**config.mk**
```make
export PLATFORM = sky130hd
export DESIGN_NAME = fsc_cmd
export DESIGN_NICKNAME = d
export VERILOG_FILES = /design/src/include/fsc_pkg.sv /design/src/logic/fsc_cmd.sv /design/src/logic/fsc_uid_rom.sv
export SDC_FILE = /design/constraint.sdc
export NUM_CORES = 1
export LEC_CHECK = 0
export BUFFER_PORTS_ARGS = -buffer_cell sky130_fd_sc_hd__buf_4
export CORE_ASPECT_RATIO = 0.7
export CORE_MARGIN = 5
export CORE_UTILIZATION = 44
export DETAILED_ROUTE_END_ITERATION = 6
export SLEW_MARGIN = 20
export SYNTH_ARGS = -nofsm -noshare
export SYNTH_HDL_FRONTEND = slang
export SYNTH_SLANG_ARGS = --single-unit
```
**constraint.sdc**
```tcl
create_clock -name i_ref_clk -period 7.39 [get_ports i_ref_clk]
set_input_delay 0.3695 -clock i_ref_clk [delete_from_list [all_inputs] [get_ports i_ref_clk]]
set_output_delay 0.3695 -clock i_ref_clk [all_outputs]
set_load 0.05 [all_outputs]
```
**src/include/fsc_pkg.sv**
```systemverilog
// Purpose: constants and types for the flash status, config and unique id command block
// Assumes: serial clock sampled by a 100 MHz reference clock
// Notes: offsets are bit positions inside the register bytes
package fsc_pkg;
	localparam logic [7:0] OP_UID = 8'h4C;
	localparam logic [7:0] OP_SR1 = 8'h05;
	localparam logic [7:0] OP_SR2 = 8'h07;
	localparam logic [7:0] OP_CR1 = 8'h35;
	localparam logic [7:0] OP_WRR = 8'h01;
	localparam logic [7:0] OP_WRITE_ENABLE_CMD = 8'h06;
	localparam int WIP_BIT = 0;
	localparam int WEL_BIT = 1;
	localparam int BP_LO = 2;
	localparam int BP_HI = 4;
	localparam int EERR_BIT = 5;
	localparam int PERR_BIT = 6;
	localparam int STATUS_WRITE_DISABLE_BIT = 7;
	localparam int BPSEL_BIT = 3;
	localparam int QUAD_BIT = 6;
	localparam logic [5:0] UID_DUMMY_CLKS = 6'h20;
	localparam logic [5:0] CMD_BITS = 6'h08;
	localparam logic [4:0] ONE_BYTE_BITS = 5'h08;
	localparam logic [4:0] TWO_BYTE_BITS = 5'h10;
	localparam logic [4:0] DATA_SAT_BITS = 5'h18;
	localparam logic [7:0] SR1_RESET = 8'h00;
	localparam logic [7:0] CR1_RESET = 8'h00;
	localparam int REF_PERIOD_NS = 10;
	localparam int WRITE_TIME_NS = 2000;
	localparam int WRITE_CYC = (WRITE_TIME_NS + REF_PERIOD_NS - 1) / REF_PERIOD_NS;
	typedef enum logic [2:0] {
		FSC_IDLE = 3'b000,
		FSC_CMD = 3'b001,
		FSC_DUMMY = 3'b011,
		FSC_OUT = 3'b010,
		FSC_DATA = 3'b110,
		FSC_DONE = 3'b111
	} fsc_state_t;
	typedef enum logic [1:0] {
		FSC_SRC_UID = 2'b00,
		FSC_SRC_SR1 = 2'b01,
		FSC_SRC_SR2 = 2'b11,
		FSC_SRC_CR1 = 2'b10
	} fsc_src_t;
endpackage : fsc_pkg

```
**src/logic/fsc_cmd.sv**
```systemverilog
// Purpose: serial command handling for id, status, config reads and register write
// Assumes: serial clock far slower than reference clock
// Notes: select, clock, data and write protect pins pass a two stage synchroniser
`timescale 1ns/100ps
module fsc_cmd #(
	parameter int WRITE_CYCLES = fsc_pkg::WRITE_CYC
) (
	input wire logic i_ref_clk,
	input wire logic i_reset,
	input wire logic i_sck,
	input wire logic i_cs_n,
	input wire logic [3:0] i_io,
	input wire logic i_wp_n,
	input wire logic [7:0] i_config2_volatile,
	input wire logic [7:0] i_status2,
	input wire logic i_program_fail,
	input wire logic i_erase_fail,
	output logic [3:0] o_io,
	output logic [3:0] o_io_oe,
	output logic [7:0] o_status1_volatile,
	output logic [7:0] o_status1_nonvolatile,
	output logic [7:0] o_config1_volatile,
	output logic [7:0] o_config1_nonvolatile,
	output logic o_write_in_progress,
	output logic o_write_enable_latch
);
	typedef struct packed {
		logic cs_m;
		logic cs_s;
		logic sck_m;
		logic sck_s;
		logic sck_d;
		logic [3:0] io_m;
		logic [3:0] io_s;
		logic wp_m;
		logic wp_s;
		fsc_pkg::fsc_state_t state;
		fsc_pkg::fsc_src_t src;
		logic quad;
		logic [7:0] cmd;
		logic [5:0] cnt;
		logic [15:0] data;
		logic [4:0] dcnt;
		logic [7:0] sh;
		logic [3:0] obits;
		logic [2:0] idx;
		logic [3:0] io_out;
		logic [3:0] io_oe;
		logic [7:0] status1_volatile;
		logic [7:0] status1_nonvolatile;
		logic [7:0] config1_volatile;
		logic [7:0] config1_nonvolatile;
		logic [15:0] timer;
		logic pend_two;
		logic [7:0] pend_sr;
		logic [7:0] pend_cr;
	} fsc_st_t;

	fsc_st_t st;
	fsc_st_t next_st;
	logic [7:0] uid_byte;
	logic sck_rise;
	logic sck_fall;
	logic frame_end;
	logic wrr_end;
	logic write_enable_cmd_end;
	logic protect_lock;
	logic start_ok;
	logic write_done;
	logic write_err;

	function automatic logic [5:0] fsc_step(input logic quad);
		fsc_step = quad ? 6'h04 : 6'h01;
	endfunction : fsc_step

	function automatic logic [7:0] fsc_shift_in(input logic [7:0] cur, input logic quad, input logic [3:0] io);
		fsc_shift_in = quad ? {cur[3:0], io} : {cur[6:0], io[0]};
	endfunction : fsc_shift_in

	fsc_uid_rom u_uid (
		.i_ref_clk(i_ref_clk),
		.i_reset(i_reset),
		.i_addr(st.idx),
		.o_data(uid_byte)
	);

	always_comb begin
		logic [5:0] cnt_nx;
		logic [7:0] obyte;
		logic [4:0] dstep;
		cnt_nx = 6'h00;
		obyte = 8'h00;
		dstep = 5'h00;
		next_st = st;
		next_st.cs_m = i_cs_n;
		next_st.cs_s = st.cs_m;
		next_st.sck_m = i_sck;
		next_st.sck_s = st.sck_m;
		next_st.sck_d = st.sck_s;
		next_st.io_m = i_io;
		next_st.io_s = st.io_m;
		next_st.wp_m = i_wp_n;
		next_st.wp_s = st.wp_m;
		sck_rise = st.sck_s & ~st.sck_d;
		sck_fall = ~st.sck_s & st.sck_d;
		frame_end = st.cs_s & (st.state != fsc_pkg::FSC_IDLE);
		wrr_end = frame_end & (st.state == fsc_pkg::FSC_DATA) & (st.cmd == fsc_pkg::OP_WRR)
			& ((st.dcnt == fsc_pkg::ONE_BYTE_BITS) | (st.dcnt == fsc_pkg::TWO_BYTE_BITS));
		write_enable_cmd_end = frame_end & (st.state == fsc_pkg::FSC_DONE) & (st.cmd == fsc_pkg::OP_WRITE_ENABLE_CMD)
			& (st.dcnt == 5'h00);
		protect_lock = st.status1_volatile[fsc_pkg::STATUS_WRITE_DISABLE_BIT] & ~st.wp_s;
		start_ok = wrr_end & st.status1_volatile[fsc_pkg::WEL_BIT] & ~st.status1_volatile[fsc_pkg::WIP_BIT] & ~protect_lock;
		write_done = st.status1_volatile[fsc_pkg::WIP_BIT] & (st.timer == 16'h0001);
		write_err = i_program_fail | i_erase_fail;
		cnt_nx = st.cnt + fsc_step(st.quad);
		dstep = st.quad ? 5'h04 : 5'h01;

		if (st.status1_volatile[fsc_pkg::WIP_BIT] && st.timer > 16'h0001) begin
			next_st.timer = st.timer - 16'h0001;
		end
		if (write_done) begin
			next_st.timer = 16'h0000;
			next_st.status1_volatile[fsc_pkg::WIP_BIT] = 1'b0;
			next_st.status1_volatile[fsc_pkg::WEL_BIT] = 1'b0;
			if (write_err) begin
				next_st.status1_volatile[fsc_pkg::PERR_BIT] = st.status1_volatile[fsc_pkg::PERR_BIT] | i_program_fail;
				next_st.status1_volatile[fsc_pkg::EERR_BIT] = st.status1_volatile[fsc_pkg::EERR_BIT] | i_erase_fail;
			end else begin
				next_st.status1_volatile[fsc_pkg::STATUS_WRITE_DISABLE_BIT] = st.pend_sr[fsc_pkg::STATUS_WRITE_DISABLE_BIT];
				next_st.status1_nonvolatile[fsc_pkg::STATUS_WRITE_DISABLE_BIT] = st.pend_sr[fsc_pkg::STATUS_WRITE_DISABLE_BIT];
				next_st.status1_volatile[fsc_pkg::BP_HI:fsc_pkg::BP_LO] = st.pend_sr[fsc_pkg::BP_HI:fsc_pkg::BP_LO];
				if (!st.config1_nonvolatile[fsc_pkg::BPSEL_BIT]) begin
					next_st.status1_nonvolatile[fsc_pkg::BP_HI:fsc_pkg::BP_LO] = st.pend_sr[fsc_pkg::BP_HI:fsc_pkg::BP_LO];
				end
				if (st.pend_two) begin
					next_st.config1_volatile = st.pend_cr;
					next_st.config1_nonvolatile = st.pend_cr;
				end
			end
		end

		if (st.cs_s) begin
			next_st.state = fsc_pkg::FSC_IDLE;
			next_st.io_oe = 4'h0;
			next_st.io_out = 4'h0;
			if (write_enable_cmd_end) begin
				next_st.status1_volatile[fsc_pkg::WEL_BIT] = 1'b1;
			end
			if (start_ok) begin
				next_st.status1_volatile[fsc_pkg::WIP_BIT] = 1'b1;
				next_st.timer = 16'(WRITE_CYCLES);
				next_st.pend_two = (st.dcnt == fsc_pkg::TWO_BYTE_BITS);
				next_st.pend_sr = (st.dcnt == fsc_pkg::TWO_BYTE_BITS) ? st.data[15:8] : st.data[7:0];
				next_st.pend_cr = st.data[7:0];
			end
		end else begin
			case (st.state)
				fsc_pkg::FSC_IDLE: begin
					next_st.state = fsc_pkg::FSC_CMD;
					next_st.quad = i_config2_volatile[fsc_pkg::QUAD_BIT];
					next_st.cnt = 6'h00;
					next_st.cmd = 8'h00;
					next_st.dcnt = 5'h00;
					next_st.data = 16'h0000;
				end
				fsc_pkg::FSC_CMD: begin
					if (sck_rise) begin
						next_st.cmd = fsc_shift_in(st.cmd, st.quad, st.io_s);
						next_st.cnt = cnt_nx;
						if (cnt_nx == fsc_pkg::CMD_BITS) begin
							next_st.cnt = 6'h00;
							next_st.obits = 4'h0;
							next_st.idx = 3'h0;
							next_st.state = fsc_pkg::FSC_OUT;
							case (fsc_shift_in(st.cmd, st.quad, st.io_s))
								fsc_pkg::OP_UID: begin
									next_st.state = fsc_pkg::FSC_DUMMY;
									next_st.src = fsc_pkg::FSC_SRC_UID;
								end
								fsc_pkg::OP_SR1: begin
									next_st.src = fsc_pkg::FSC_SRC_SR1;
								end
								fsc_pkg::OP_SR2: begin
									next_st.src = fsc_pkg::FSC_SRC_SR2;
									if (st.quad) begin
										next_st.state = fsc_pkg::FSC_DONE;
									end
								end
								fsc_pkg::OP_CR1: begin
									next_st.src = fsc_pkg::FSC_SRC_CR1;
									if (st.quad) begin
										next_st.state = fsc_pkg::FSC_DONE;
									end
								end
								fsc_pkg::OP_WRR: begin
									next_st.state = fsc_pkg::FSC_DATA;
								end
								default: begin
									next_st.state = fsc_pkg::FSC_DONE;
								end
							endcase
						end
					end
				end
				fsc_pkg::FSC_DUMMY: begin
					if (sck_rise) begin
						next_st.cnt = st.cnt + 6'h01;
						if (st.cnt + 6'h01 == fsc_pkg::UID_DUMMY_CLKS) begin
							next_st.state = fsc_pkg::FSC_OUT;
						end
					end
				end
				fsc_pkg::FSC_OUT: begin
					if (sck_fall) begin
						if (st.obits == 4'h0) begin
							case (st.src)
								fsc_pkg::FSC_SRC_UID: obyte = uid_byte;
								fsc_pkg::FSC_SRC_SR1: obyte = st.status1_volatile;
								fsc_pkg::FSC_SRC_SR2: obyte = i_status2;
								default: obyte = st.config1_volatile;
							endcase
							next_st.idx = st.idx + 3'h1;
						end else begin
							obyte = st.sh;
						end
						if (st.quad) begin
							next_st.io_out = obyte[7:4];
							next_st.io_oe = 4'hF;
							next_st.sh = {obyte[3:0], 4'h0};
						end else begin
							next_st.io_out = {2'b00, obyte[7], 1'b0};
							next_st.io_oe = 4'h2;
							next_st.sh = {obyte[6:0], 1'b0};
						end
						next_st.obits = (st.obits + 4'(fsc_step(st.quad)) == 4'h8) ? 4'h0
							: st.obits + 4'(fsc_step(st.quad));
					end
				end
				fsc_pkg::FSC_DATA: begin
					if (sck_rise) begin
						next_st.data = st.quad ? {st.data[11:0], st.io_s} : {st.data[14:0], st.io_s[0]};
						if (st.dcnt < fsc_pkg::DATA_SAT_BITS) begin
							next_st.dcnt = st.dcnt + dstep;
						end
					end
				end
				fsc_pkg::FSC_DONE: begin
					if (sck_rise) begin
						next_st.dcnt = 5'h01;
					end
				end
				default: begin
					next_st.state = fsc_pkg::FSC_IDLE;
				end
			endcase
		end
	end

	always_ff @(posedge i_ref_clk) begin
		if (i_reset) begin
			st <= '0;
			st.cs_m <= 1'b1;
			st.cs_s <= 1'b1;
			st.wp_m <= 1'b1;
			st.wp_s <= 1'b1;
			st.status1_volatile <= fsc_pkg::SR1_RESET;
			st.status1_nonvolatile <= fsc_pkg::SR1_RESET;
			st.config1_volatile <= fsc_pkg::CR1_RESET;
			st.config1_nonvolatile <= fsc_pkg::CR1_RESET;
		end else begin
			st <= next_st;
		end
	end

	assign o_io = st.io_out;
	assign o_io_oe = st.io_oe;
	assign o_status1_volatile = st.status1_volatile;
	assign o_status1_nonvolatile = st.status1_nonvolatile;
	assign o_config1_volatile = st.config1_volatile;
	assign o_config1_nonvolatile = st.config1_nonvolatile;
	assign o_write_in_progress = st.status1_volatile[fsc_pkg::WIP_BIT];
	assign o_write_enable_latch = st.status1_volatile[fsc_pkg::WEL_BIT];

	wip_start_a: assert property (@(posedge i_ref_clk) disable iff (i_reset)
		start_ok |=> st.status1_volatile[fsc_pkg::WIP_BIT] ##1 st.status1_volatile[fsc_pkg::WIP_BIT][*3])
		else $error("busy flag not held after register write start");
	wel_clear_a: assert property (@(posedge i_ref_clk) disable iff (i_reset)
		$fell(st.status1_volatile[fsc_pkg::WIP_BIT]) |-> !st.status1_volatile[fsc_pkg::WEL_BIT] || $past(write_enable_cmd_end))
		else $error("write enable latch still set after write");
	wel_needed_a: assert property (@(posedge i_ref_clk) disable iff (i_reset)
		wrr_end && !st.status1_volatile[fsc_pkg::WEL_BIT] && !st.status1_volatile[fsc_pkg::WIP_BIT] |=> !st.status1_volatile[fsc_pkg::WIP_BIT])
		else $error("register write started without write enable");
	hw_lock_a: assert property (@(posedge i_ref_clk) disable iff (i_reset)
		wrr_end && protect_lock && !st.status1_volatile[fsc_pkg::WIP_BIT]
		|=> !st.status1_volatile[fsc_pkg::WIP_BIT] && $stable(st.status1_volatile[7:2]) && $stable(st.config1_volatile))
		else $error("locked register write was not rejected");
	write_enable_cmd_set_a: assert property (@(posedge i_ref_clk) disable iff (i_reset)
		write_enable_cmd_end |=> st.status1_volatile[fsc_pkg::WEL_BIT])
		else $error("write enable command did not set latch");
	cs_release_a: assert property (@(posedge i_ref_clk) disable iff (i_reset)
		st.cs_s |=> st.io_oe == 4'h0)
		else $error("outputs driven with select high");
	dummy_quiet_a: assert property (@(posedge i_ref_clk) disable iff (i_reset)
		st.state == fsc_pkg::FSC_DUMMY |-> st.io_oe == 4'h0)
		else $error("output driven during id latency");
	one_byte_a: assert property (@(posedge i_ref_clk) disable iff (i_reset)
		write_done && !st.pend_two |=> $stable(st.config1_volatile) && $stable(st.config1_nonvolatile))
		else $error("one byte write changed config register");
	bp_target_a: assert property (@(posedge i_ref_clk) disable iff (i_reset)
		write_done && !write_err && st.config1_nonvolatile[fsc_pkg::BPSEL_BIT] |=> $stable(st.status1_nonvolatile[4:2]))
		else $error("volatile target wrote nonvolatile protect bits");
	wip_done_a: assert property (@(posedge i_ref_clk) disable iff (i_reset)
		write_done |=> !st.status1_volatile[fsc_pkg::WIP_BIT])
		else $error("busy flag not cleared at write completion");
	err_flag_a: assert property (@(posedge i_ref_clk) disable iff (i_reset)
		write_done && i_program_fail |=> st.status1_volatile[fsc_pkg::PERR_BIT])
		else $error("program error flag not set on failed write");
	lane_width_a: assert property (@(posedge i_ref_clk) disable iff (i_reset)
		st.state == fsc_pkg::FSC_OUT && st.io_oe != 4'h0 |-> st.io_oe == (st.quad ? 4'hF : 4'h2))
		else $error("wrong output lanes for mode");
endmodule : fsc_cmd

```
**src/logic/fsc_uid_rom.sv**
```systemverilog
// Purpose: factory unique id store, one byte per read
// Assumes: address stable a cycle before use
// Notes: read data registered
`timescale 1ns/100ps
module fsc_uid_rom #(
	parameter logic [63:0] UID = 64'h0123_4567_89AB_CDEF // arbitrary value
) (
	input wire logic i_ref_clk,
	input wire logic i_reset,
	input wire logic [2:0] i_addr,
	output logic [7:0] o_data
);
	always_ff @(posedge i_ref_clk) begin
		if (i_reset) begin
			o_data <= 8'h00;
		end else begin
			o_data <= 8'(UID >> {3'h7 - i_addr, 3'h0});
		end
	end
endmodule : fsc_uid_rom

```
After elaboration in Yosys (flattened, before gate mapping):

Index checks and enable logic that the tools add are counted.

* bits in registers: 140
* logic and storage cells: 171
* bits in writable memories: 0
* memories: 0
* memory bits (read-only): 0
* bits in latches: 0

* $mul: 0
* div/mod/pow operators: 0
* reductions and logical operators: 31
* shift operators: 1
* add/subtract/negate cells: 7
* eq/ne operators: 29
* order comparisons: 2
* multiplexer cells: 42
* bitwise logic cells: 27

Operators with widths (number)
* 33-bit two-way mux: 2
* 57-bit by 6-bit >> shifter with 8-bit output (first input constant): 1
* 16-bit two-way mux: 3
* 8-bit two-way mux: 5
* 16-bit case mux with 2 select lines: 1
* 8-bit by 3-bit == test with 1-bit output (second input constant): 3
* 3-bit case mux with 4 select lines: 2
* 8-bit case mux with 3 select lines: 1
* 21-bit two-way mux: 1
* 3-bit two-way mux: 7
* 5-bit two-way mux: 4
* 5-bit AND reduction: 4
* 6-bit case mux with 3 select lines: 1
* 16-bit by 1-bit == test with 1-bit output (second input constant): 1
* 8-bit by 1-bit == test with 1-bit output (second input constant): 2
* 16-bit by 1-bit > comparator with 1-bit output (second input constant): 1
* 2-bit != test (second input constant): 8
* 8-bit case mux with 2 select lines: 1
* 16-bit by 1-bit subtractor with 16-bit output (second input constant): 1
* 15-bit two-way mux: 1
* 5-bit case mux with 3 select lines: 1
* 3-bit AND reduction: 5
* 1-bit bitwise AND: 14
* 14-bit two-way mux: 1
* 42 further kinds: 68

Longest topological paths before layout:

* depth after elaboration: 10
* mapped depth: 11
* gate-level depth less buffers: 9

Modules after synthesis:

A second synthesis with hierarchy kept.

* cells, all modules: 752
* area, all modules: 6550.0 µm²

By module, submodules not included
* fsc_cmd: instances 1, cells an instance 739, area each 6413.7 µm²
* fsc_uid_rom: instances 1, cells an instance 13, area each 136.4 µm²

Worst setup path after synthesis:

No wires, ideal clock.

* kind: reg2reg
* from: reg st[123] in the netlist's numbering
* to: reg st[124] in the netlist's numbering
* stages on the path, launching flop included: 12
* arrival time: 2644 ps
* path buffers: 2
* required time: 7274 ps
* path slack: 4630 ps
* path through: dfxtp_1 > clkbuf_1 > clkbuf_1 > inv_1 > ha_1 > ha_1 > xnor2_1 > nor4b_1 > nand4_1 > nor2_1 > nand2_1 > a31o_2

* cells in the longest elaborated chain, start to end: 4
* elaborated cells on any way between the ends: 11
* classes of those cells: 1 x add/sub; 5 x eq/ne; 3 x mux; 2 x reduce/logical

RTL lines
* start, declared: RTL line fsc_cmd.sv:59 `fsc_st_t st;`
* start signal, assigned: RTL line fsc_cmd.sv:271 `st <= next_st;`
* 3-bit two-way mux or 8-bit two-way mux (tied branches): RTL line fsc_cmd.sv:73, fsc_cmd.sv:77
* 6-bit adder (tied with other cells): RTL line fsc_cmd.sv:115 `cnt_nx = st.cnt + fsc_step(st.quad);`
* 6-bit by 4-bit == test with 1-bit output or 4-bit nonzero test (tied branches)
* 5-bit AND reduction (no source line)

Parallel ways exist; a longest one is shown, timed or not.
A chain may end at the register's enable or synchronous reset.

Worst setup path in the final report:

* from: reg st[123] in the netlist's numbering
* to: reg st[125] in the netlist's numbering

Same word-level chain as after synthesis.

==> results by group <==
CTS
  • # Post-CTS Setup Buffers: 0
  • Worst-Skew Late Latency: 0.42 ns
  • # resized after CTS: 0
  • Hold Buf Count CTS: 0
  • Clk sinks: roughly 130
  • Htree depth: 4
  • TritonCTS Buffers: 17
  • Clock Tree Buf Depth: 2
  • CTS tree: yes
  • Root buf cell: clkbuf_16
  • Clock transition at the registers of the reported paths: 0.07 ns

Global route
  • Largest net degree at the start of global routing: 98
  • Vias in the first global route: 4,961
  • First-pass GRT wire length: 25,340 µm
  • Grt ovf: 0
  • Total Routing Usage GR: 0.1795
  • Antenna violations before repair: 0

Min path
  • Hold crit path type: in -> reg

Floorplan
  • Chip height: 111.7 µm
  • Area of the core: 14,580 µm²
  • Starting Density: 0.4456
  • Row Count: 37
  • Die Area: 17,340 µm²
  • Die Wd: 155.3 µm
  • IO Pins: 69

Placement
  • DP Cell Count: 923
  • Port Buffer Count: 57
  • Final GP Congestion: ~0.85
  • Final HPWL DP: 10,850 µm
  • Worst slack, placed: between 4 and 5 ns

Timing
  • Final Hold Violating Endpoints: 0
  • Max-slew headroom at the worst pin: 0.3240
  • Final setup margin: 4.082 ns
  • Final Setup Violations: 0
  • Max Fclk: between 300 and 400 MHz
  • Total negative setup slack: 0 ns
  • Final Max Tran Viols: 0
  • Fin crit share: 0.4477
  • Hold WS: 0.1264 ns
  • Clk_skew: approximately 0.015 ns
  • Tmin final: 3.308 ns
  • Worst slew pin tran: 1.014 ns
  • RSZ-0062 raised after global routing: no

Synth
  • Most common cell in the netlist: dfxtp_1
  • Main combinational cell family by area after synthesis: simple AND/OR/NAND/NOR gates
  • Post-Synth Adder-Cell Area: 0.02503
  • Post-synthesis xor/xnor area fraction: 0.02965
  • Synth unique cells: 63
  • Synth area leader: dfxtp_1
  • Top cell type's share of synthesized area: 0.3943
  • Compound-cell area share of the yosys netlist: 0.1307
  • Multiplexer area fraction after synthesis: 0.1042
  • Top cells by instance count after synthesis: 128 x dfxtp_1, 108 x nor2_1, 51 x a21oi_1
  • Synth Cell Area: 6499 µm²
  • Largest cells by area after synthesis: dfxtp_1 39%, nor2_1 6.2%, mux2i_1 5.4%
  • Primary FF master, synth: dfxtp_1
  • Simple-gate portion of the synthesized area: 0.2333
  • Synthesis-stage register bit count: 128
  • Async S/R FF share, synth: 0
  • Syn Inst Count: 749
  • Synth warn: 0
  • Syn avg cell area: 8.677 µm²
  • Post-synth EDFFs: 0
  • Sequential fraction of the synthesis area: 0.3943

Status
  • Outcome: finished clean

Critical path
  • Worst Path Buf+Inv: 2
  • Critical Path Fanout Max: 46
  • CP Data Required Time: 7.69 ns
  • Startpoint types: flop
  • CP endpoint kind: flop
  • Crit-path cells: buf_4 -> inv_1 -> ha_1 -> ha_1 -> xnor2_1 -> nor4b_1 -> nand4_1 -> nor2_1 -> nand2_1 -> a31o_2
  • CP dominant cell by count: ha_1
  • Slowest CP cell: buf_4
  • Crit-path max cell delay: 0.47 ns
  • Crit path DAT: 3.61 ns
  • Critical path's top delay family: simple AND/OR/NAND/NOR gates
  • WS Path Type: reg -> reg

Layout
  • FF+latch area: 2562 µm²
  • Fillers: 1,375
  • Fin util: 0.5026
  • Share of cells above drive strength 1: 0.1776
  • Antenna fix cells: 0
  • Syn-to-layout area delta: 12.78%
  • Post-Layout Cell Count: about 960
  • Multi-input combinational cell area: 3418 µm²
  • Layout net count: 787

Pwr
  • Max VDD drop: 0.0001494 V
  • Leakage Power: about 2.8 nW
  • Pwr Density: 220.2 nW/µm²

Routing
  • Drt initial violations: 355
  • Via density: 5.505
  • First-pass DRT Iterations: 5
  • Vias after detailed routing: around 5,300
  • Remaining DRCs: 0
  • Final WL: between 15,000 and 20,000 µm
  • Routed len/inst: 16.12 µm
  • Routed Antenna Nets: 0

Job
  • Max-cap violations: 0
[layout make-up]
class,instances,share of cell area
inverter,9,0.004609
timing repair buffer,61,0.06248
sequential,128,0.3496
clock inverter,15,0.02561
clock buffer,17,0.05804
multi-input combinational,530,0.4664
tap,195,0.03329
[per-stage QoR]
stage                     total power, mW  area, µm²
after floorplan                    0.7468       6510
after global placement             0.7603       6711
after detailed placement           0.7612       6711
after CTS                           1.629       7325
after global routing                1.663       7330
final                               1.614       7330
[cells by family after synthesis]
group | Yosys count
flip-flops | 128
XOR/XNOR | 22
buffers and inverters | 94
AND/OR/NAND/NOR | 297
other | 1
multiplexers | 57
AO/OA/AOI/OAI | 137
adder cells (fa/ha/maj) | 13
[cell usage in the layout, fill, tap and decap left out, types with 5 or more instances in the layout]
cell type	synthesis	routed
dfxtp_1	128	128
nor2_1	108	106
buf_4	40	61
a21oi_1	51	51
nand2_1	39	39
nand3_1	38	38
mux2i_1	35	35
o21ai_0	26	26
nor3_1	24	24
nor2b_1	19	19
clkbuf_16	0	17
mux2_2	15	15
ha_1	13	13
xor2_1	12	12
xnor2_1	10	10
nor3b_1	9	9
nand2b_1	8	8
a31oi_1	8	8
or3_1	8	8
inv_1	7	7
and2_1	7	7
a211oi_1	7	7
mux4_2	7	7
nand3b_1	6	6
o22ai_1	6	6
a22oi_1	6	6
inv_8	0	6
or2_2	5	5
a311oi_1	5	5
inv_6	0	5
[registers in the layout, summed over array words and instances (netlist names)]
name,count
u_uid.o_data,4
o_status1_nonvolatile,3
o_io,4
o_io_oe,2
next_st,8
o_status1_volatile,8
o_config1_nonvolatile,8
st,91
[power by group]
| group | internal, mW | switching (mW) | total (mW) | leakage (nW) |
|---|---|---|---|---|
| Combinational | 0.0160 | 0.0334 | 0.0494 | 1.42 |
| Sequential | 0.694 | 0.00213 | 0.696 | 1.03 |
| Clock | 0.516 | 0.353 | 0.868 | 0.301 |
[per-layer routing]
metal / up-vias / wire length (µm) / track usage
met5: - / 0 / 0
met4: 0 / 101 / 0.03732
met3: 10 / 658 / 0.04157
met2: 103 / 6907 / 0.2761
met1: 2525 / 7731 / 0.2588
li1: 2619 / - / -
[worst paths after layout]
| path | cells past startpoint | slack (ns) | start | end |
|---|---|---|---|---|
| worst min register to register | 1 | 0.42 | next_st[142] | st[142] |
| worst max-delay path | 10 | 4.08 | st[123] | st[125] |
| worst min-delay path | 2 | 0.13 | i_cs_n | next_st[142] |
| worst max register to register | 10 | 4.08 | st[123] | st[125] |
Note: power is estimated with default switching activity, not from simulation.
